`src/rtl/ums_pkg.sv`:
```
// constants shared by the modem status, scratch and shadow receive block
// assumes a 32-bit plain register port and a byte-wide receiver outside
// What this block does
// [RULE1] The clear-to-send status bit reads as the inverse of the active-low pin and resets to 1.
// [RULE2] In loopback the clear-to-send status bit follows the request-to-send control bit.
// [RULE3] The scratch byte is an 8-bit read/write store, reset to zero, with no other effect.
// [RULE4] Sixteen consecutive word addresses all alias the receive buffer for burst reads.
// [RULE5] A shadow read returns in bits 7:0 the byte from the serial or infrared receiver.
// [RULE6] Software trusts shadow read data only while the data-ready flag is set.
// [RULE7] With FIFOs off, a new byte overwrites an unread one and raises overrun.
// [RULE8] With FIFOs on, a shadow read returns the FIFO head and pops it.
// [RULE9] With FIFOs on, a byte arriving at a full FIFO is dropped and raises overrun; the code takes it without overrun when a window read pops the same cycle.
// [RULE10] Data ready clears on a buffer read without FIFOs, or when the FIFO empties.
// [RULE11] Reserved bits read as zero and writes to them are ignored.
package ums_pkg;
   localparam int ADDR_W = 32;
   localparam int DATA_W = 32;
   localparam int BYTE_W = 8;
   localparam int FIFO_DEPTH = 16;
   localparam int PTR_W = 4;
   localparam int CNT_W = 5;
   localparam logic [CNT_W-1:0] FIFO_FULL_COUNT = 5'h10;
   localparam logic [ADDR_W-1:0] MODEM_STATUS_ADDR = 32'h50001018;
   localparam logic [ADDR_W-1:0] SCRATCH_ADDR = 32'h5000101C;
   localparam logic [ADDR_W-1:0] WINDOW_FIRST_ADDR = 32'h50001030;
   localparam logic [ADDR_W-1:0] WINDOW_LAST_ADDR = 32'h5000106C;
   localparam logic [ADDR_W-1:0] WORD_ALIGN_MASK = 32'h00000003;
   localparam int CTS_BIT = 4;
   localparam logic CTS_RESET = 1'h1;
   localparam logic CTS_SYNC_RESET = 1'h0;
   localparam logic [BYTE_W-1:0] SCRATCH_RESET = 8'h00;
   localparam logic [BYTE_W-1:0] BYTE_RESET = 8'h00;
   localparam logic [DATA_W-1:0] READ_IDLE = 32'h00000000;
endpackage : ums_pkg

```
`src/rtl/ums_rx_if.sv`:
```
// receive FIFO carrier between the register block and its FIFO
// assumes both ends share one clock
interface ums_rx_if;
   logic push;
   logic [ums_pkg::BYTE_W-1:0] pushData;
   logic pop;
   logic flush;
   logic [ums_pkg::BYTE_W-1:0] head;
   logic empty;
   logic full;
   logic [ums_pkg::CNT_W-1:0] count;
   modport fifo (input push, pushData, pop, flush, output head, empty, full, count);
   modport user (output push, pushData, pop, flush, input head, empty, full, count);
endinterface : ums_rx_if

```
`src/rtl/ums_rx_fifo.sv`:
```
// receive FIFO, sixteen bytes, head shown combinationally
// assumes the user pops only when not empty; a push at full is dropped unless a pop frees a slot the same cycle
module ums_rx_fifo (
   // clock and reset
   input wire logic clock,
   input wire logic reset,
   // fifo port
   ums_rx_if.fifo rx
);
   logic [ums_pkg::BYTE_W-1:0] mem [ums_pkg::FIFO_DEPTH];
   logic [ums_pkg::PTR_W-1:0] wrPtr, next_wrPtr, rdPtr, next_rdPtr;
   logic [ums_pkg::CNT_W-1:0] count, next_count;
   logic doPush, doPop;

   // widens a one-bit step to pointer width
   function automatic logic [ums_pkg::PTR_W-1:0] PTR_W_ONE(input logic step);
      PTR_W_ONE = {3'h0, step};
   endfunction

   // a full fifo takes a byte only when a pop frees a slot the same cycle
   always_comb begin
      doPop = rx.pop && (count != '0) && !rx.flush;
      doPush = rx.push && !rx.flush && ((count != ums_pkg::FIFO_FULL_COUNT) || doPop); // [RULE9]
      next_wrPtr = rx.flush ? '0 : wrPtr + PTR_W_ONE(doPush);
      next_rdPtr = rx.flush ? '0 : rdPtr + PTR_W_ONE(doPop); // [RULE8]
      next_count = rx.flush ? '0 : count + {4'h0, doPush} - {4'h0, doPop};
   end

   // pointer and count registers
   always_ff @(posedge clock or posedge reset) begin
      if (reset) begin
         wrPtr <= '0;
         rdPtr <= '0;
         count <= '0;
      end else begin
         wrPtr <= next_wrPtr;
         rdPtr <= next_rdPtr;
         count <= next_count;
      end
   end

   // storage, written only on an accepted push
   always_ff @(posedge clock) begin
      if (doPush) begin
         mem[wrPtr] <= rx.pushData;
      end
   end

   assign rx.head = mem[rdPtr];
   assign rx.empty = (count == '0);
   assign rx.full = (count == ums_pkg::FIFO_FULL_COUNT);
   assign rx.count = count;

   fullKeep_a: assert property (@(posedge clock) disable iff (reset) // [RULE9]
      (rx.full && rx.push && !rx.pop && !rx.flush) |=> (count == $past(count) && rdPtr == $past(rdPtr)))
      else $error("push at full fifo changed its contents");
   popStep_a: assert property (@(posedge clock) disable iff (reset) // [RULE8]
      (rx.pop && !rx.empty && !rx.push && !rx.flush) |=> (count == $past(count) - 5'h01))
      else $error("pop did not remove the head entry");
endmodule // ums_rx_fifo

```
`src/rtl/ums_regs.sv`:
```
// modem status, scratch byte and shadow receive window of the uart
// assumes control bits and received bytes come from logic on the same clock;
// only the clear-to-send pin is asynchronous
//
// The address-and-strobe port was decided locally.
module ums_regs (
   // clock and reset
   input wire logic clock,
   input wire logic reset,
   // register port
   input wire logic [ums_pkg::ADDR_W-1:0] address,
   input wire logic [ums_pkg::DATA_W-1:0] writeData,
   input wire logic writeStrobe,
   input wire logic readStrobe,
   output logic [ums_pkg::DATA_W-1:0] readData,
   // modem line and control bits
   input wire logic ctsN,
   input wire logic loopbackEnable,
   input wire logic requestToSend,
   input wire logic fifoEnable,
   // receivers
   input wire logic irMode,
   input wire logic uartRxValid,
   input wire logic [ums_pkg::BYTE_W-1:0] uartRxByte,
   input wire logic irRxValid,
   input wire logic [ums_pkg::BYTE_W-1:0] irRxByte,
   // line status feeds
   output logic rxDataAvailable,
   output logic overrunPulse
);
   ums_rx_if rx ();

   logic ctsMeta, ctsSync, ctsStatus, next_ctsStatus;
   logic [ums_pkg::BYTE_W-1:0] scratch, next_scratch, holdByte, next_holdByte;
   logic holdFull, next_holdFull, next_overrun, next_dataReady;
   logic [ums_pkg::DATA_W-1:0] next_readData;
   logic msrHit, scrHit, winHit, winRead, rxValid;
   logic [ums_pkg::BYTE_W-1:0] rxByte;

   ums_rx_fifo rxFifo (
      .clock(clock),
      .reset(reset),
      .rx(rx)
   );

   // two-flop synchroniser for the pin
   always_ff @(posedge clock or posedge reset) begin
      if (reset) begin
         ctsMeta <= ums_pkg::CTS_SYNC_RESET;
         ctsSync <= ums_pkg::CTS_SYNC_RESET;
      end else begin
         ctsMeta <= ctsN;
         ctsSync <= ctsMeta;
      end
   end

   // address decode and receiver select
   always_comb begin
      msrHit = (address == ums_pkg::MODEM_STATUS_ADDR);
      scrHit = (address == ums_pkg::SCRATCH_ADDR);
      winHit = (address >= ums_pkg::WINDOW_FIRST_ADDR) // [RULE4]
         && (address <= ums_pkg::WINDOW_LAST_ADDR)
         && ((address & ums_pkg::WORD_ALIGN_MASK) == '0);
      winRead = readStrobe && winHit;
      rxValid = irMode ? irRxValid : uartRxValid; // [RULE5]
      rxByte = irMode ? irRxByte : uartRxByte; // [RULE5]
   end

   // fifo control: the fifo is held empty while fifos are off
   always_comb begin
      rx.push = fifoEnable && rxValid;
      rx.pushData = rxByte;
      rx.pop = fifoEnable && winRead && !rx.empty; // [RULE8]
      rx.flush = !fifoEnable;
   end

   // next values of status, scratch, holding buffer and read data
   always_comb begin
      next_ctsStatus = loopbackEnable ? requestToSend : !ctsSync; // [RULE1] [RULE2]
      next_scratch = scratch;
      if (writeStrobe && scrHit) begin
         next_scratch = writeData[ums_pkg::BYTE_W-1:0]; // [RULE3] [RULE11]
      end
      next_holdByte = holdByte;
      next_holdFull = holdFull;
      if (!fifoEnable) begin
         if (winRead) begin
            next_holdFull = 1'b0; // [RULE10]
         end
         if (rxValid) begin
            next_holdByte = rxByte; // [RULE7]
            next_holdFull = 1'b1; // arrival wins over a same-cycle read
         end
      end else begin
         next_holdFull = 1'b0;
      end
      next_overrun = rxValid && (fifoEnable ? (rx.full && !rx.pop) // [RULE9]
         : (holdFull && !winRead)); // [RULE7]
      next_dataReady = fifoEnable ? !rx.empty : holdFull; // [RULE10]
      next_readData = ums_pkg::READ_IDLE;
      if (readStrobe) begin
         if (msrHit) begin
            next_readData[ums_pkg::CTS_BIT] = ctsStatus; // [RULE11]
         end else if (scrHit) begin
            next_readData[ums_pkg::BYTE_W-1:0] = scratch;
         end else if (winHit) begin
            next_readData[ums_pkg::BYTE_W-1:0] = fifoEnable ? rx.head : holdByte; // [RULE8]
         end
      end
   end

   // state and output registers
   always_ff @(posedge clock or posedge reset) begin
      if (reset) begin
         ctsStatus <= ums_pkg::CTS_RESET;
         scratch <= ums_pkg::SCRATCH_RESET;
         holdByte <= ums_pkg::BYTE_RESET;
         holdFull <= 1'b0;
         overrunPulse <= 1'b0;
         rxDataAvailable <= 1'b0;
         readData <= ums_pkg::READ_IDLE;
      end else begin
         ctsStatus <= next_ctsStatus;
         scratch <= next_scratch;
         holdByte <= next_holdByte;
         holdFull <= next_holdFull;
         overrunPulse <= next_overrun;
         rxDataAvailable <= next_dataReady;
         readData <= next_readData;
      end
   end

   // helper: cycles since reset release, saturating at three
   logic [1:0] warm;
   always_ff @(posedge clock or posedge reset) begin
      if (reset) begin
         warm <= 2'h0;
      end else if (warm != 2'h3) begin
         warm <= warm + 2'h1;
      end
   end

   ctsInvert_a: assert property (@(posedge clock) disable iff (reset) // [RULE1]
      (warm == 2'h3 && $past(!loopbackEnable)) |-> (ctsStatus == !$past(ctsN, 3)))
      else $error("clear-to-send status is not the inverted pin");
   ctsLoop_a: assert property (@(posedge clock) disable iff (reset) // [RULE2]
      loopbackEnable ##1 (readStrobe && msrHit) |=> readData[ums_pkg::CTS_BIT] == $past(requestToSend, 2))
      else $error("loopback status does not follow request-to-send");
   scratchStore_a: assert property (@(posedge clock) disable iff (reset) // [RULE3]
      (writeStrobe && scrHit) ##1 (readStrobe && scrHit)
      |=> readData == {24'h000000, $past(writeData[ums_pkg::BYTE_W-1:0], 2)})
      else $error("scratch byte did not hold the written value");
   windowAlias_a: assert property (@(posedge clock) disable iff (reset) // [RULE4]
      (readStrobe && !fifoEnable && address == ums_pkg::WINDOW_LAST_ADDR)
      |=> readData == {24'h000000, $past(holdByte)})
      else $error("last window word is not an alias of the buffer");
   irSelect_a: assert property (@(posedge clock) disable iff (reset) // [RULE5]
      (!fifoEnable && irMode && irRxValid) |=> (holdByte == $past(irRxByte) && holdFull))
      else $error("infrared byte not captured");
   overwrite_a: assert property (@(posedge clock) disable iff (reset) // [RULE7]
      (!fifoEnable && holdFull && rxValid && !winRead) |=> (overrunPulse && holdByte == $past(rxByte)))
      else $error("overwrite without overrun");
   fifoHead_a: assert property (@(posedge clock) disable iff (reset) // [RULE8]
      (fifoEnable && winRead && !rx.empty) |=> readData[ums_pkg::BYTE_W-1:0] == $past(rx.head))
      else $error("window read did not return fifo head");
   fullDrop_a: assert property (@(posedge clock) disable iff (reset) // [RULE9]
      (fifoEnable && rx.full && rxValid && !winRead) |=> (overrunPulse && rx.full))
      else $error("byte at full fifo did not raise overrun");
   readyClear_a: assert property (@(posedge clock) disable iff (reset) // [RULE10]
      (!fifoEnable && winRead && !rxValid) ##1 (!fifoEnable && !rxValid) |=> !rxDataAvailable)
      else $error("data ready stayed set after buffer read");
   reservedZero_a: assert property (@(posedge clock) disable iff (reset) // [RULE11]
      $past(readStrobe && msrHit) |-> (readData & ~(32'h00000001 << ums_pkg::CTS_BIT)) == '0)
      else $error("reserved modem status bits not zero");

   // status bit just after reset and while loopback is on
   ctsReset_a: assert property (@(posedge clock) disable iff (reset) // [RULE1]
      (warm != 2'h3 && !$past(loopbackEnable)) |-> ctsStatus)
      else $error("clear-to-send status left its reset value too early");
   loopFollow_a: assert property (@(posedge clock) disable iff (reset) // [RULE2]
      (warm != 2'h0 && $past(loopbackEnable)) |-> (ctsStatus == $past(requestToSend)))
      else $error("loopback status is not the request-to-send bit");

   // scratch byte holds still unless written, and reads back in full
   scratchKeep_a: assert property (@(posedge clock) disable iff (reset) // [RULE3]
      !(writeStrobe && scrHit) |=> $stable(scratch))
      else $error("scratch byte changed without a write");
   scratchRead_a: assert property (@(posedge clock) disable iff (reset) // [RULE3]
      (readStrobe && scrHit) |=> (readData == {24'h000000, $past(scratch)}))
      else $error("scratch read did not return the stored byte");

   // receive buffer, overrun pulse, data ready and idle read data
   irIgnore_a: assert property (@(posedge clock) disable iff (reset) // [RULE5]
      (!fifoEnable && irMode && !irRxValid && !holdFull) |=> !holdFull)
      else $error("serial byte taken while infrared selected");
   bufferKeep_a: assert property (@(posedge clock) disable iff (reset) // [RULE7]
      !rxValid |=> $stable(holdByte))
      else $error("receive buffer changed with no arrival");
   overrunQuiet_a: assert property (@(posedge clock) disable iff (reset) // [RULE7]
      !rxValid |=> !overrunPulse)
      else $error("overrun raised with no arrival");
   popNoOverrun_a: assert property (@(posedge clock) disable iff (reset) // [RULE9]
      (fifoEnable && rxValid && rx.pop) |=> !overrunPulse)
      else $error("overrun raised although a pop freed a slot");
   readyFifo_a: assert property (@(posedge clock) disable iff (reset) // [RULE10]
      $past(fifoEnable && rx.empty) |-> !rxDataAvailable)
      else $error("data ready set with an empty fifo");
   winWrite_a: assert property (@(posedge clock) disable iff (reset) // [RULE11]
      (writeStrobe && winHit && !fifoEnable && !rxValid) |=> $stable({holdFull, holdByte}))
      else $error("write to the receive window changed the buffer");
   readIdle_a: assert property (@(posedge clock) disable iff (reset) // [RULE11]
      !$past(readStrobe) |-> (readData == ums_pkg::READ_IDLE))
      else $error("read data not zero outside a read answer");

   // main scenarios reached by the bench
   fifoOverrun_c: cover property (@(posedge clock) disable iff (reset)
      fifoEnable && rx.full && rxValid);
   burstRead_c: cover property (@(posedge clock) disable iff (reset)
      winRead [*4]);
   loopCts_c: cover property (@(posedge clock) disable iff (reset)
      loopbackEnable && requestToSend && !ctsStatus ##1 ctsStatus);
   bufferOverwrite_c: cover property (@(posedge clock) disable iff (reset)
      !fifoEnable && holdFull && rxValid && !winRead);
   fifoDrained_c: cover property (@(posedge clock) disable iff (reset)
      fifoEnable && $fell(rxDataAvailable));
endmodule // ums_regs

```
`config.mk`:
```
export PLATFORM = sky130hd
export DESIGN_NAME = ums_regs
export DESIGN_NICKNAME = d
export VERILOG_FILES = /design/src/rtl/ums_pkg.sv /design/src/rtl/ums_rx_if.sv /design/src/rtl/ums_rx_fifo.sv /design/src/rtl/ums_regs.sv
export SDC_FILE = /design/constraint.sdc
export NUM_CORES = 1
export LEC_CHECK = 0
export BUFFER_PORTS_ARGS = -buffer_cell sky130_fd_sc_hd__clkbuf_2
export CAP_MARGIN = 10
export CORE_MARGIN = 3
export CORE_UTILIZATION = 60
export DETAILED_ROUTE_END_ITERATION = 10
export HOLD_SLACK_MARGIN = 0.03
export PLACE_DENSITY = 0.88
export SYNTH_ARGS = -nofsm -noshare
export SYNTH_HDL_FRONTEND = slang
export SYNTH_SLANG_ARGS = --single-unit
```
`constraint.sdc`:
```
create_clock -name clock -period 4.2 [get_ports clock]
set_input_delay 0.42 -clock clock [delete_from_list [all_inputs] [get_ports clock]]
set_output_delay 0.42 -clock clock [all_outputs]
set_load 0.05 [all_outputs]
```
==> results of run 1 <==
## sequential cells by signal (all words and copies together) (netlist names)
name	flops
ctsSync	1
overrunPulse	1
rxFifo.rdPtr	4
readData	8
ctsStatus	1
rxFifo.rx.count	5
holdByte	8
scratch	8
rxDataAvailable	1
ctsMeta	1
rxFifo.mem	128
rxFifo.wrPtr	4
holdFull	1
## worst max-delay path, cell delays in order
cell and delay (ns):
clkbuf_2 0.10, o41ai_2 0.40, nand4_2 0.20, a2111oi_1 0.59, and2_1 0.48, and3_1 0.27, ha_1 0.23, inv_1 0.06
ha_1 0.16, inv_1 0.06, fa_1 0.40, inv_1 0.07, a21oi_1 0.05, nor2_1 0.11, o21ai_0 0.08, and3_1 0.16
## report_power, final
group          leakage [nW]  internal [W]  switching (W)
combinational          1.16      0.000117       0.000227
sequential             1.72       0.00188      0.0000301
clock                 0.288      0.000946       0.000671
total                  3.17       0.00294       0.000928
## metrics by stage
stage                     instance area (um2)  setup WS (ns)  cells  hold slack, ns  total power, W
final                                    8512         0.6905    689         0.09546        0.003872
after global routing                     8512         0.4432    689         0.09121        0.003980
after CTS                                8512         0.7201    689         0.08961        0.003881
after detailed placement                 7900         0.2795    657          0.3381        0.002283
after global placement                   7900         0.4768    657          0.3364        0.002254
after floorplan                          7477         0.9087    463          0.3312        0.002191
## layout make-up
cell class                 instances  area, um2  share of cell area
sequential                       171       4922              0.5783
multi-input combinational        238       2242              0.2634
timing repair buffer              94      515.5             0.06056
clock buffer                      17      425.4             0.04998
clock inverter                    15      186.4             0.02190
tap                              143      178.9             0.02102
inverter                          11      41.29            0.004851
## per-layer routing
layer | global-route usage | wire, um | vias up
met1 | 0.3147 | 5936 | 2151
met3 | 0.07147 | 1314 | 30
met4 | 0.08333 | 281 | 0
met2 | 0.3951 | 8077 | 221
li1 | - | - | 1851
met5 | 0 | 0 | -
## final timing paths
path | slack [ns] | endpoint | from | cells after the start
min in group clock | 0.10 | ctsMeta$_DFF_PP0_ | ctsN | 1
hold reg to reg | 0.36 | ctsSync$_DFF_PP0_ | ctsMeta$_DFF_PP0_ | 0
max in group asynchronous | 3.70 | rxFifo.rdPtr[0]$_DFF_PP0_ | reset | 3
hold / removal | 0.1 | rxFifo.rx.count[4]$_DFF_PP0_ | reset | 3
setup reg to reg | 1.52 | rxFifo.rx.count[4]$_DFF_PP0_ | rxFifo.rx.count[3]$_DFF_PP0_ | 13
setup / recovery | 0.69 | rxFifo.rx.count[4]$_DFF_PP0_ | address[11] | 16
## cell usage in the layout (no fill, tap or decap), drive strengths merged, types with 6 or more instances in the layout
| cell | count |
|---|---|
| nor3 | 11 |
| edfxtp | 128 |
| clkbuf | 93 |
| mux2 | 24 |
| mux2i | 17 |
| dfrtp | 42 |
| mux4 | 32 |
| nor4 | 10 |
| a32o | 8 |
| conb | 24 |
| ha | 10 |
| buf | 18 |
| inv | 16 |
| and2 | 13 |
| a21oi | 10 |
| nand3 | 6 |
| nand2b | 7 |
| nor2 | 13 |
| nand2 | 14 |
## logic make-up after synthesis
| logic type | after synthesis | share of synthesized area |
|---|---|---|
| multiplexers | 73 | 0.1571 |
| AND/OR/NAND/NOR | 92 | 0.07009 |
| adder cells (fa/ha/maj) | 11 | 0.01964 |
| buffers and inverters | 54 | 0.04249 |
| XOR/XNOR | 7 | 0.008295 |
| flip-flops | 171 | 0.6658 |
| other | 1 | 0.0005074 |
| AO/OA/AOI/OAI | 31 | 0.03606 |
==> flow_summary_export.csv, run 1 <==
group,metric,value,unit
synthesis,synth_edf_count,128,
global_route,antenna_found_initial,0,
worst_setup_path,crit_path_end_kind,"register",
timing,finalMaxSlewViolations,0,
synthesis,synth_area_leaders,"edfxtp_1, dfrtp_1, mux4_2",
pwr,power_density,454.9,nW/um2
worst_setup_path,crit_fanout,8,
worst_setup_path,arrival,3.84,ns
timing,rsz0062_at_grt,"no",
run,cap_violations,0,
final_layout,syn_to_final_growth,15.17,%
detailed_routing,drc,0,
place,numPortBuffers,76,
worst_setup_path,critical_path_class,"in -> reg",
detailed_routing,drt-wirelength-per-cell,22.66,um
cts,cts_resized,0,
cts,cts-root-buf,"clkbuf_16",
cts,insertion_delay,0.43,ns
detailed_routing,dr.pass1.iters,5,
timing,fin_crit_sh,0.8356,
run_status,status,"completed",
die,core.rowCount,39,
synthesis,synth_cells,440,
synthesis,synth-seq-area-share,0.6658,
timing,worstMarginPinSlew,1.068,ns
worst_setup_path,cp-start-kind,"input pin",
final_layout,n_antenna_cell,0,
detailed_routing,vias_per_cell,6.173,
cts,hold_buffers,0,
timing,slew_headroom,0.2881,
synthesis,synth_area_leader_cell,"edfxtp_1",
detailed_routing,wirelength,15610,um
cts,clockBufferDepth,2,
synthesis,synthFlopType,"edfxtp_1",
worst_setup_path,crit_required,4.53,ns
synthesis,ys_types,50,
die,die_y,117.0,um
synthesis,syn_avg_cell_area,16.80,um2
synthesis,synth-async-reset-ratio,0.2515,
detailed_routing,drt_iter0_drc,472,
final_layout,fin_nets,635,
global_route,track_usage,0.2419,
place,routabilityCongestion,0.8417,
cts,htreeDepth,4,
timing,hold_viol,0,
final_layout,fillers,669,
cts,numCtsBuffers,17,
cts,cts_tree,"done",
final_layout,drive_gt1_frac,0.3535,
cts,clk_pin_slew,0.07,ns
die,io_pins,125,
timing,clock_skew,0.01577,ns
global_route,grt_pass1_wl,23810,um
global_route,grt_max_degree,44,
synthesis,synth_top_cell_area_share,0.5201,
synthesis,synth_area,7391,um2
timing,finalCriticalPeriod,3.510,ns
global_route,grt-ovfl-total,0,
synthesis,synth_seq_cells,171,
min_path,min_path_type,"in -> async",
cts,clock-sinks,171,
synthesis,netlist_top_cells_count,"edfxtp_1, dfrtp_1, mux4_2",
timing,fmax,284.9,MHz
pwr,p_leak,3.170,nW
die,dieArea,13690,um2
detailed_routing,vias,4253,
synthesis,yosysMostFrequentCell,"edfxtp_1",
die,die_w,117.0,um
timing,fin_tns_setup,0,ns
die,coreArea,11710,um2
synthesis,ys_warn_count,0,
detailed_routing,antenna_left,0,
timing,setup_violations,0,
final_layout,final_core_util,0.7268,
pwr,peakVddDrop,0.0004825,V
die,start_util,0.6311,
global_route,grt_pass1_vias,4380,
place,post-dp-hpwl,10080,um
cts,post_cts_buffers,0,
Note: power is estimated with default switching activity, not from simulation.
==> run 2: changes to the inputs <==
--- a/config.mk
+++ b/config.mk
@@ -8,10 +8,10 @@
 export BUFFER_PORTS_ARGS = -buffer_cell sky130_fd_sc_hd__clkbuf_2
 export CAP_MARGIN = 10
 export CORE_MARGIN = 3
-export CORE_UTILIZATION = 60
+export CORE_UTILIZATION = 56
 export DETAILED_ROUTE_END_ITERATION = 10
 export HOLD_SLACK_MARGIN = 0.03
-export PLACE_DENSITY = 0.88
+export PLACE_DENSITY = 0.84
 export SYNTH_ARGS = -nofsm -noshare
 export SYNTH_HDL_FRONTEND = slang
 export SYNTH_SLANG_ARGS = --single-unit
==> constraint.sdc (replaced) <==
create_clock -name clock -period 3.35 [get_ports clock]
set_input_delay 0.335 -clock clock [delete_from_list [all_inputs] [get_ports clock]]
set_output_delay 0.335 -clock clock [all_outputs]
set_load 0.05 [all_outputs]
==> run 2 against run 1 <==
Against the previous run: critical path depth unchanged; register-to-register slack lost 0.82 ns; via count fell by 0.80%; critical endpoint unchanged.
==> flow_summary_export.csv, run 2 (same netlist as run 1, synthesis figures left out) <==
group,metric,value,unit
pwr,p_switching,0.001148,W
cts,clk_pin_slew,0.07,ns
global_route,grt_max_degree,44,
place,place_ws,-0.1239,ns
detailed_routing,drt_iter0_drc,493,
final_layout,regMostFlops,"rxFifo.mem",
cts,numCtsBuffers,17,
pwr,power_density,546.4,nW/um2
timing,finalCriticalPeriod,3.056,ns
die,start_util,0.5786,
run_status,status,"completed",
worst_setup_path,crit_path_end_kind,"register",
die,io_pins,125,
detailed_routing,vias,4219,
place,numPortBuffers,76,
global_route,grt_pass1_vias,4367,
worst_setup_path,cp-start-kind,"input pin",
final_layout,largest_reg_flops,128,
final_layout,fin_nets,646,
die,dieArea,14610,um2
worst_setup_path,crit_end,"rxFifo.rx.count[4]$_DFF_PP0_",
worst_setup_path,r2r_start,"rxFifo.rx.count[3]$_DFF_PP0_",
pwr,p_int,0.003545,W
final_layout,drive_gt1_frac,0.3609,
pwr,peakVddDrop,0.0005143,V
pwr,power_frac_seq,0.510,
pwr,p_sw_frac,0.2445,
final_layout,fillers,814,
cts,cts_resized,0,
cts,cts_tree,"done",
cts,clockBufferDepth,2,
cts,post_cts_buffers,0,
worst_setup_path,critical_path_class,"in -> reg",
cts,cts-root-buf,"clkbuf_16",
timing,fin_crit_sh,0.9123,
final_layout,n_antenna_cell,0,
detailed_routing,drc,0,
pwr,combinationalPowerShare,0.090,
detailed_routing,antenna_left,0,
timing,slew_headroom,0.3933,
die,die_w,120.9,um
timing,setup_violations,0,
detailed_routing,drt-wirelength-per-cell,21.05,um
worst_setup_path,crit_start,"address[11]",
timing,rsz0062_at_grt,"no",
worst_setup_path,crit_fanout,2,
final_layout,syn_to_final_growth,16.20,%
detailed_routing,vias_per_cell,5.787,
die,core.rowCount,41,
worst_setup_path,arrival,3.38,ns
global_route,track_usage,0.2207,
timing,hold_viol,0,
global_route,grt-ovfl-total,0,
place,routabilityCongestion,0.8057,
worst_setup_path,reg2regPathDepth,13,
timing,fmax,327.2,MHz
worst_setup_path,rrSetupSlack,0.70,ns
timing,finalMaxSlewViolations,0,
die,die_y,120.9,um
cts,htreeDepth,4,
detailed_routing,dr.pass1.iters,5,
place,post-dp-hpwl,10340,um
detailed_routing,wirelength,15350,um
cts,clock-sinks,171,
cts,hold_buffers,1,
cts,insertion_delay,0.43,ns
pwr,p_leak,3.215,nW
worst_setup_path,crit_required,3.67,ns
worst_setup_path,reg2reg_to,"rxFifo.rx.count[4]$_DFF_PP0_",
global_route,antenna_found_initial,0,
final_layout,final_common_cell,"edfxtp_1",
timing,clock_skew,0.007434,ns
final_layout,final_core_util,0.6723,
global_route,grt_pass1_wl,23520,um
pwr,power_frac_clock,0.400,
timing,holdWs,0.03518,ns
run,cap_violations,0,
timing,timing.final.ws_setup,0.2937,ns
min_path,min_path_type,"in -> async",
die,coreArea,12770,um2
final_layout,mostFrequentLayoutCells,"edfxtp_1, clkbuf_2, dfrtp_1, mux4_2, buf_4",
timing,worstMarginPinSlew,0.9100,ns
## run 2: worst min path at each step
stage | to | slack, ns | cells after the start
floorplan | ctsSync$_DFF_PP0_ | 0.33 | 0
global placement | ctsSync$_DFF_PP0_ | 0.33 | 0
detailed placement | ctsSync$_DFF_PP0_ | 0.35 | 0
CTS | rxFifo.rx.count[0]$_DFF_PP0_ | 0.04 | 3
global route | rxFifo.rx.count[3]$_DFF_PP0_ | 0.06 | 3
finish | rxFifo.rdPtr[0]$_DFF_PP0_ | 0.04 | 3
## run 2: area by class of cell
cell class                      instances  area (um2)  share of cell area
Clock buffer                           17       425.4             0.04953
Clock inverter                         15       141.4             0.01646
Inverter                               11       41.29            0.004808
Multi-Input combinational cell        238        2242              0.2611
Sequential cell                       171        4922              0.5731
Tap cell                              172       215.2             0.02506
Timing Repair Buffer                  105       600.6             0.06993
## run 2: worst max-delay path, stage by stage
cell,delay (ns)
clkbuf_2,0.10
o41ai_2,0.43
nand4_2,0.15
a2111oi_1,0.50
and2_1,0.24
and3_1,0.21
ha_1,0.23
inv_1,0.07
ha_1,0.17
inv_1,0.06
fa_1,0.39
inv_1,0.07
a21oi_1,0.05
nor2_1,0.12
o21ai_0,0.08
and3_1,0.16
## run 2: routing by layer
layer | part of all wire | global-route usage
met1 | 0.38 | 0.2796
met2 | 0.51 | 0.3616
met3 | 0.093 | 0.06993
met4 | 0.021 | 0.07932
met5 | 0 | 0
## run 2: power by group through the flow
stage          clock network, W  registers, W  logic, W
2_1_floorplan                 0       0.00245  0.000301
3_3_place_gp                  0       0.00243  0.000398
3_5_place_dp                  0       0.00244  0.000417
4_1_cts                 0.00189       0.00239  0.000425
5_1_grt                 0.00199       0.00240  0.000466
6_report                0.00188       0.00239  0.000424
## run 2: through the flow
step	cell area (um2)	total power (W)	instances	setup TNS (ns)
after floorplan	7477	0.002748	463	0
after global placement	8011	0.002828	696	0
after global routing	8588	0.004853	729	0
after CTS	8588	0.004712	729	0
after detailed placement	8011	0.002853	696	-0.1908
final	8588	0.004693	729	0
==> run 3: changes to the inputs <==
--- a/config.mk
+++ b/config.mk
@@ -5,10 +5,11 @@
 export SDC_FILE = /design/constraint.sdc
 export NUM_CORES = 1
 export LEC_CHECK = 0
+export ABC_AREA = 1
 export BUFFER_PORTS_ARGS = -buffer_cell sky130_fd_sc_hd__clkbuf_2
 export CAP_MARGIN = 10
 export CORE_MARGIN = 3
-export CORE_UTILIZATION = 56
+export CORE_UTILIZATION = 57
 export DETAILED_ROUTE_END_ITERATION = 10
 export HOLD_SLACK_MARGIN = 0.03
 export PLACE_DENSITY = 0.84
==> run 3 against run 2 <==
Against the previous run: synthesized cell count is 72% higher; power is 0.99% higher; clock power hardly changed; critical path depth is 2 higher; via count is 33% higher; first-iteration DRC count is 2.8% lower; cell area is 3.9% higher; utilization is 0.41 points lower; clock skew is 0.0060 ns higher; critical endpoint unchanged; largest power group unchanged.
==> flow_summary_export.csv, run 3 <==
group,metric,value,unit
worst_setup_path,reg2regPathDepth,16,
pwr,power_density,531.3,nW/um2
worst_setup_path,crit_fanout,4,
run_status,status,"completed",
detailed_routing,antenna_left,0,
cts,cts_tree,"done",
timing,fin_crit_sh,0.7885,
cts,clk_pin_slew,0.06,ns
synthesis,synth_area_leader_cell,"edfxtp_1",
place,place_ws,0.3701,ns
final_layout,final_core_util,0.6683,
final_layout,n_antenna_cell,0,
synthesis,synth-async-reset-ratio,0.2515,
synthesis,netlist_top_cells_count,"nand2_1, nand3_1, edfxtp_1",
cts,clockBufferDepth,2,
global_route,grt_pass1_vias,5264,
cts,cts-root-buf,"clkbuf_16",
timing,slew_headroom,0.5512,
final_layout,fin_nets,938,
synthesis,syn_avg_cell_area,10.40,um2
global_route,track_usage,0.2388,
timing,finalMaxSlewViolations,0,
worst_setup_path,critical_path_class,"in -> reg",
detailed_routing,drt-wirelength-per-cell,16.94,um
die,coreArea,13350,um2
timing,finalCriticalPeriod,2.641,ns
detailed_routing,drc,0,
detailed_routing,vias_per_cell,5.492,
global_route,grt_max_degree,66,
detailed_routing,vias,5629,
die,die_y,123.4,um
detailed_routing,drt_iter0_drc,479,
cts,post_cts_buffers,0,
final_layout,syn_to_final_growth,13.61,%
final_layout,largest_reg_flops,128,
detailed_routing,wirelength,17370,um
place,routabilityCongestion,0.7830,
pwr,peakVddDrop,0.0004119,V
timing,hold_viol,0,
worst_setup_path,cp-start-kind,"input pin",
final_layout,drive_gt1_frac,0.1943,
synthesis,synth-seq-area-share,0.6268,
worst_setup_path,crit_path_end_kind,"register",
global_route,antenna_found_initial,0,
synthesis,synth_top_cell_area_share,0.4896,
final_layout,final_common_cell,"nand2_1",
worst_setup_path,crit_required,3.70,ns
synthesis,ys_types,35,
cts,numCtsBuffers,17,
place,numPortBuffers,76,
place,post-dp-hpwl,10610,um
die,dieArea,15220,um2
final_layout,mostFrequentLayoutCells,"nand2_1, nand3_1, edfxtp_1, clkbuf_2, nor2_1",
synthesis,yosysMostFrequentCell,"nand2_1",
timing,timing.final.ws_setup,0.7087,ns
cts,clock-sinks,171,
synthesis,synth_seq_cells,171,
cts,insertion_delay,0.42,ns
cts,htreeDepth,4,
run,cap_violations,0,
global_route,grt_pass1_wl,27220,um
die,die_w,123.4,um
synthesis,synth_cells,755,
die,start_util,0.5882,
global_route,grt-ovfl-total,0,
timing,holdWs,0.08935,ns
synthesis,synthFlopType,"edfxtp_1",
detailed_routing,dr.pass1.iters,5,
synthesis,synth_area,7851,um2
synthesis,synth_edf_count,128,
min_path,min_path_type,"in -> reg",
synthesis,ys_warn_count,0,
cts,cts_resized,0,
die,core.rowCount,42,
timing,setup_violations,0,
worst_setup_path,arrival,2.99,ns
final_layout,fillers,937,
die,io_pins,125,
final_layout,regMostFlops,"rxFifo.mem",
pwr,p_leak,3.733,nW
timing,rsz0062_at_grt,"no",
synthesis,synth_area_leaders,"edfxtp_1, dfrtp_1, nand2_1",
timing,clock_skew,0.01342,ns
min_path,whs_path_depth,2,
timing,fmax,378.6,MHz
timing,worstMarginPinSlew,0.6732,ns
timing,fin_tns_setup,0,ns
[run 3: cell count changes in the layout (fill, tap and decap cells not counted), sizes merged, moves of 7 or more]
cell	before	now
nand2	14	207
nand3	6	131
nor2	13	70
mux4	32	0
inv	17	45
mux2i	17	0
o21ai	3	17
and2	13	0
buf	28	16
nor4	10	0
a32o	8	0
mux2	24	16
nor3	11	3
nand2b	7	0
[run 3: stage by stage]
step | std cells | cell area, um2 | power (W)
after floorplan | 778 | 7938 | 0.002771
after global placement | 991 | 8329 | 0.002848
after detailed placement | 991 | 8329 | 0.002866
after CTS | 1025 | 8920 | 0.004741
after global routing | 1025 | 8920 | 0.004883
final | 1025 | 8920 | 0.004740
[run 3: power breakdown]
group          internal [W]  switching (W)
clock               0.00111       0.000790
sequential          0.00236      0.0000320
combinational      0.000137       0.000307
[run 3: layout make-up]
class                      count  area [um2]  area share
timing repair buffer          94       520.5     0.05835
multi-input combinational    506        2514      0.2818
tap                          176       220.2     0.02469
clock inverter                12       123.9     0.01389
inverter                      46       172.7     0.01936
sequential                   171        4922      0.5518
clock buffer                  20       446.7     0.05008
[run 3: cells by family after synthesis]
family                     Yosys count  synth area share
and+or+nand+nor                    419            0.2425
DFF                                171            0.6268
buffers and inverters              101           0.06406
AOI/OAI and AO/OA                   33           0.02135
muxes                               16           0.02295
adders and majority gates           11           0.01849
xor gates and xnor gates             3          0.003347
other                                1         0.0004776
[run 3: worst paths after layout]
path / slack [ns] / from / endpoint
max in group asynchronous: 2.38 / reset / rxFifo.rdPtr[0]$_DFF_PP0_
hold reg to reg: 0.35 / ctsMeta$_DFF_PP0_ / ctsSync$_DFF_PP0_
setup reg to reg: 0.75 / rxFifo.rx.count[3]$_DFF_PP0_ / rxFifo.rx.count[4]$_DFF_PP0_
min in group asynchronous: 0.57 / reset / rxDataAvailable$_DFF_PP0_
setup / recovery: 0.71 / address[19] / rxFifo.rx.count[4]$_DFF_PP0_
hold / removal: 0.09 / loopbackEnable / ctsStatus$_DFF_PP1_
[run 3: repair_timing]
action,in CTS,in global routing
hold buffers,2,0
endpoints found under the setup margin,0,0
hold endpoints to repair,39,0
[run 3: per-layer routing]
| metal | up-vias | wire length, um | GRT usage |
|---|---|---|---|
| met3 | 54 | 1493 | 0.04575 |
| met1 | 2617 | 6406 | 0.3070 |
| met5 | - | 0 | 0 |
| met4 | 0 | 553 | 0.1066 |
| met2 | 302 | 8916 | 0.3962 |
| li1 | 2656 | - | - |
[run 3: worst max-delay path, cell delays in order]
cell,delay [ns]
clkbuf_2,0.07
or2_1,0.22
nor2_2,0.14
nand2_2,0.11
nor2_4,0.13
nand4_2,0.23
nor2_1,0.26
ha_1,0.27
inv_1,0.06
ha_1,0.16
inv_1,0.05
fa_1,0.40
nor2_1,0.12
nor2_1,0.05
nor2_1,0.08
nor2_1,0.06
xor2_1,0.13
nor2_1,0.10
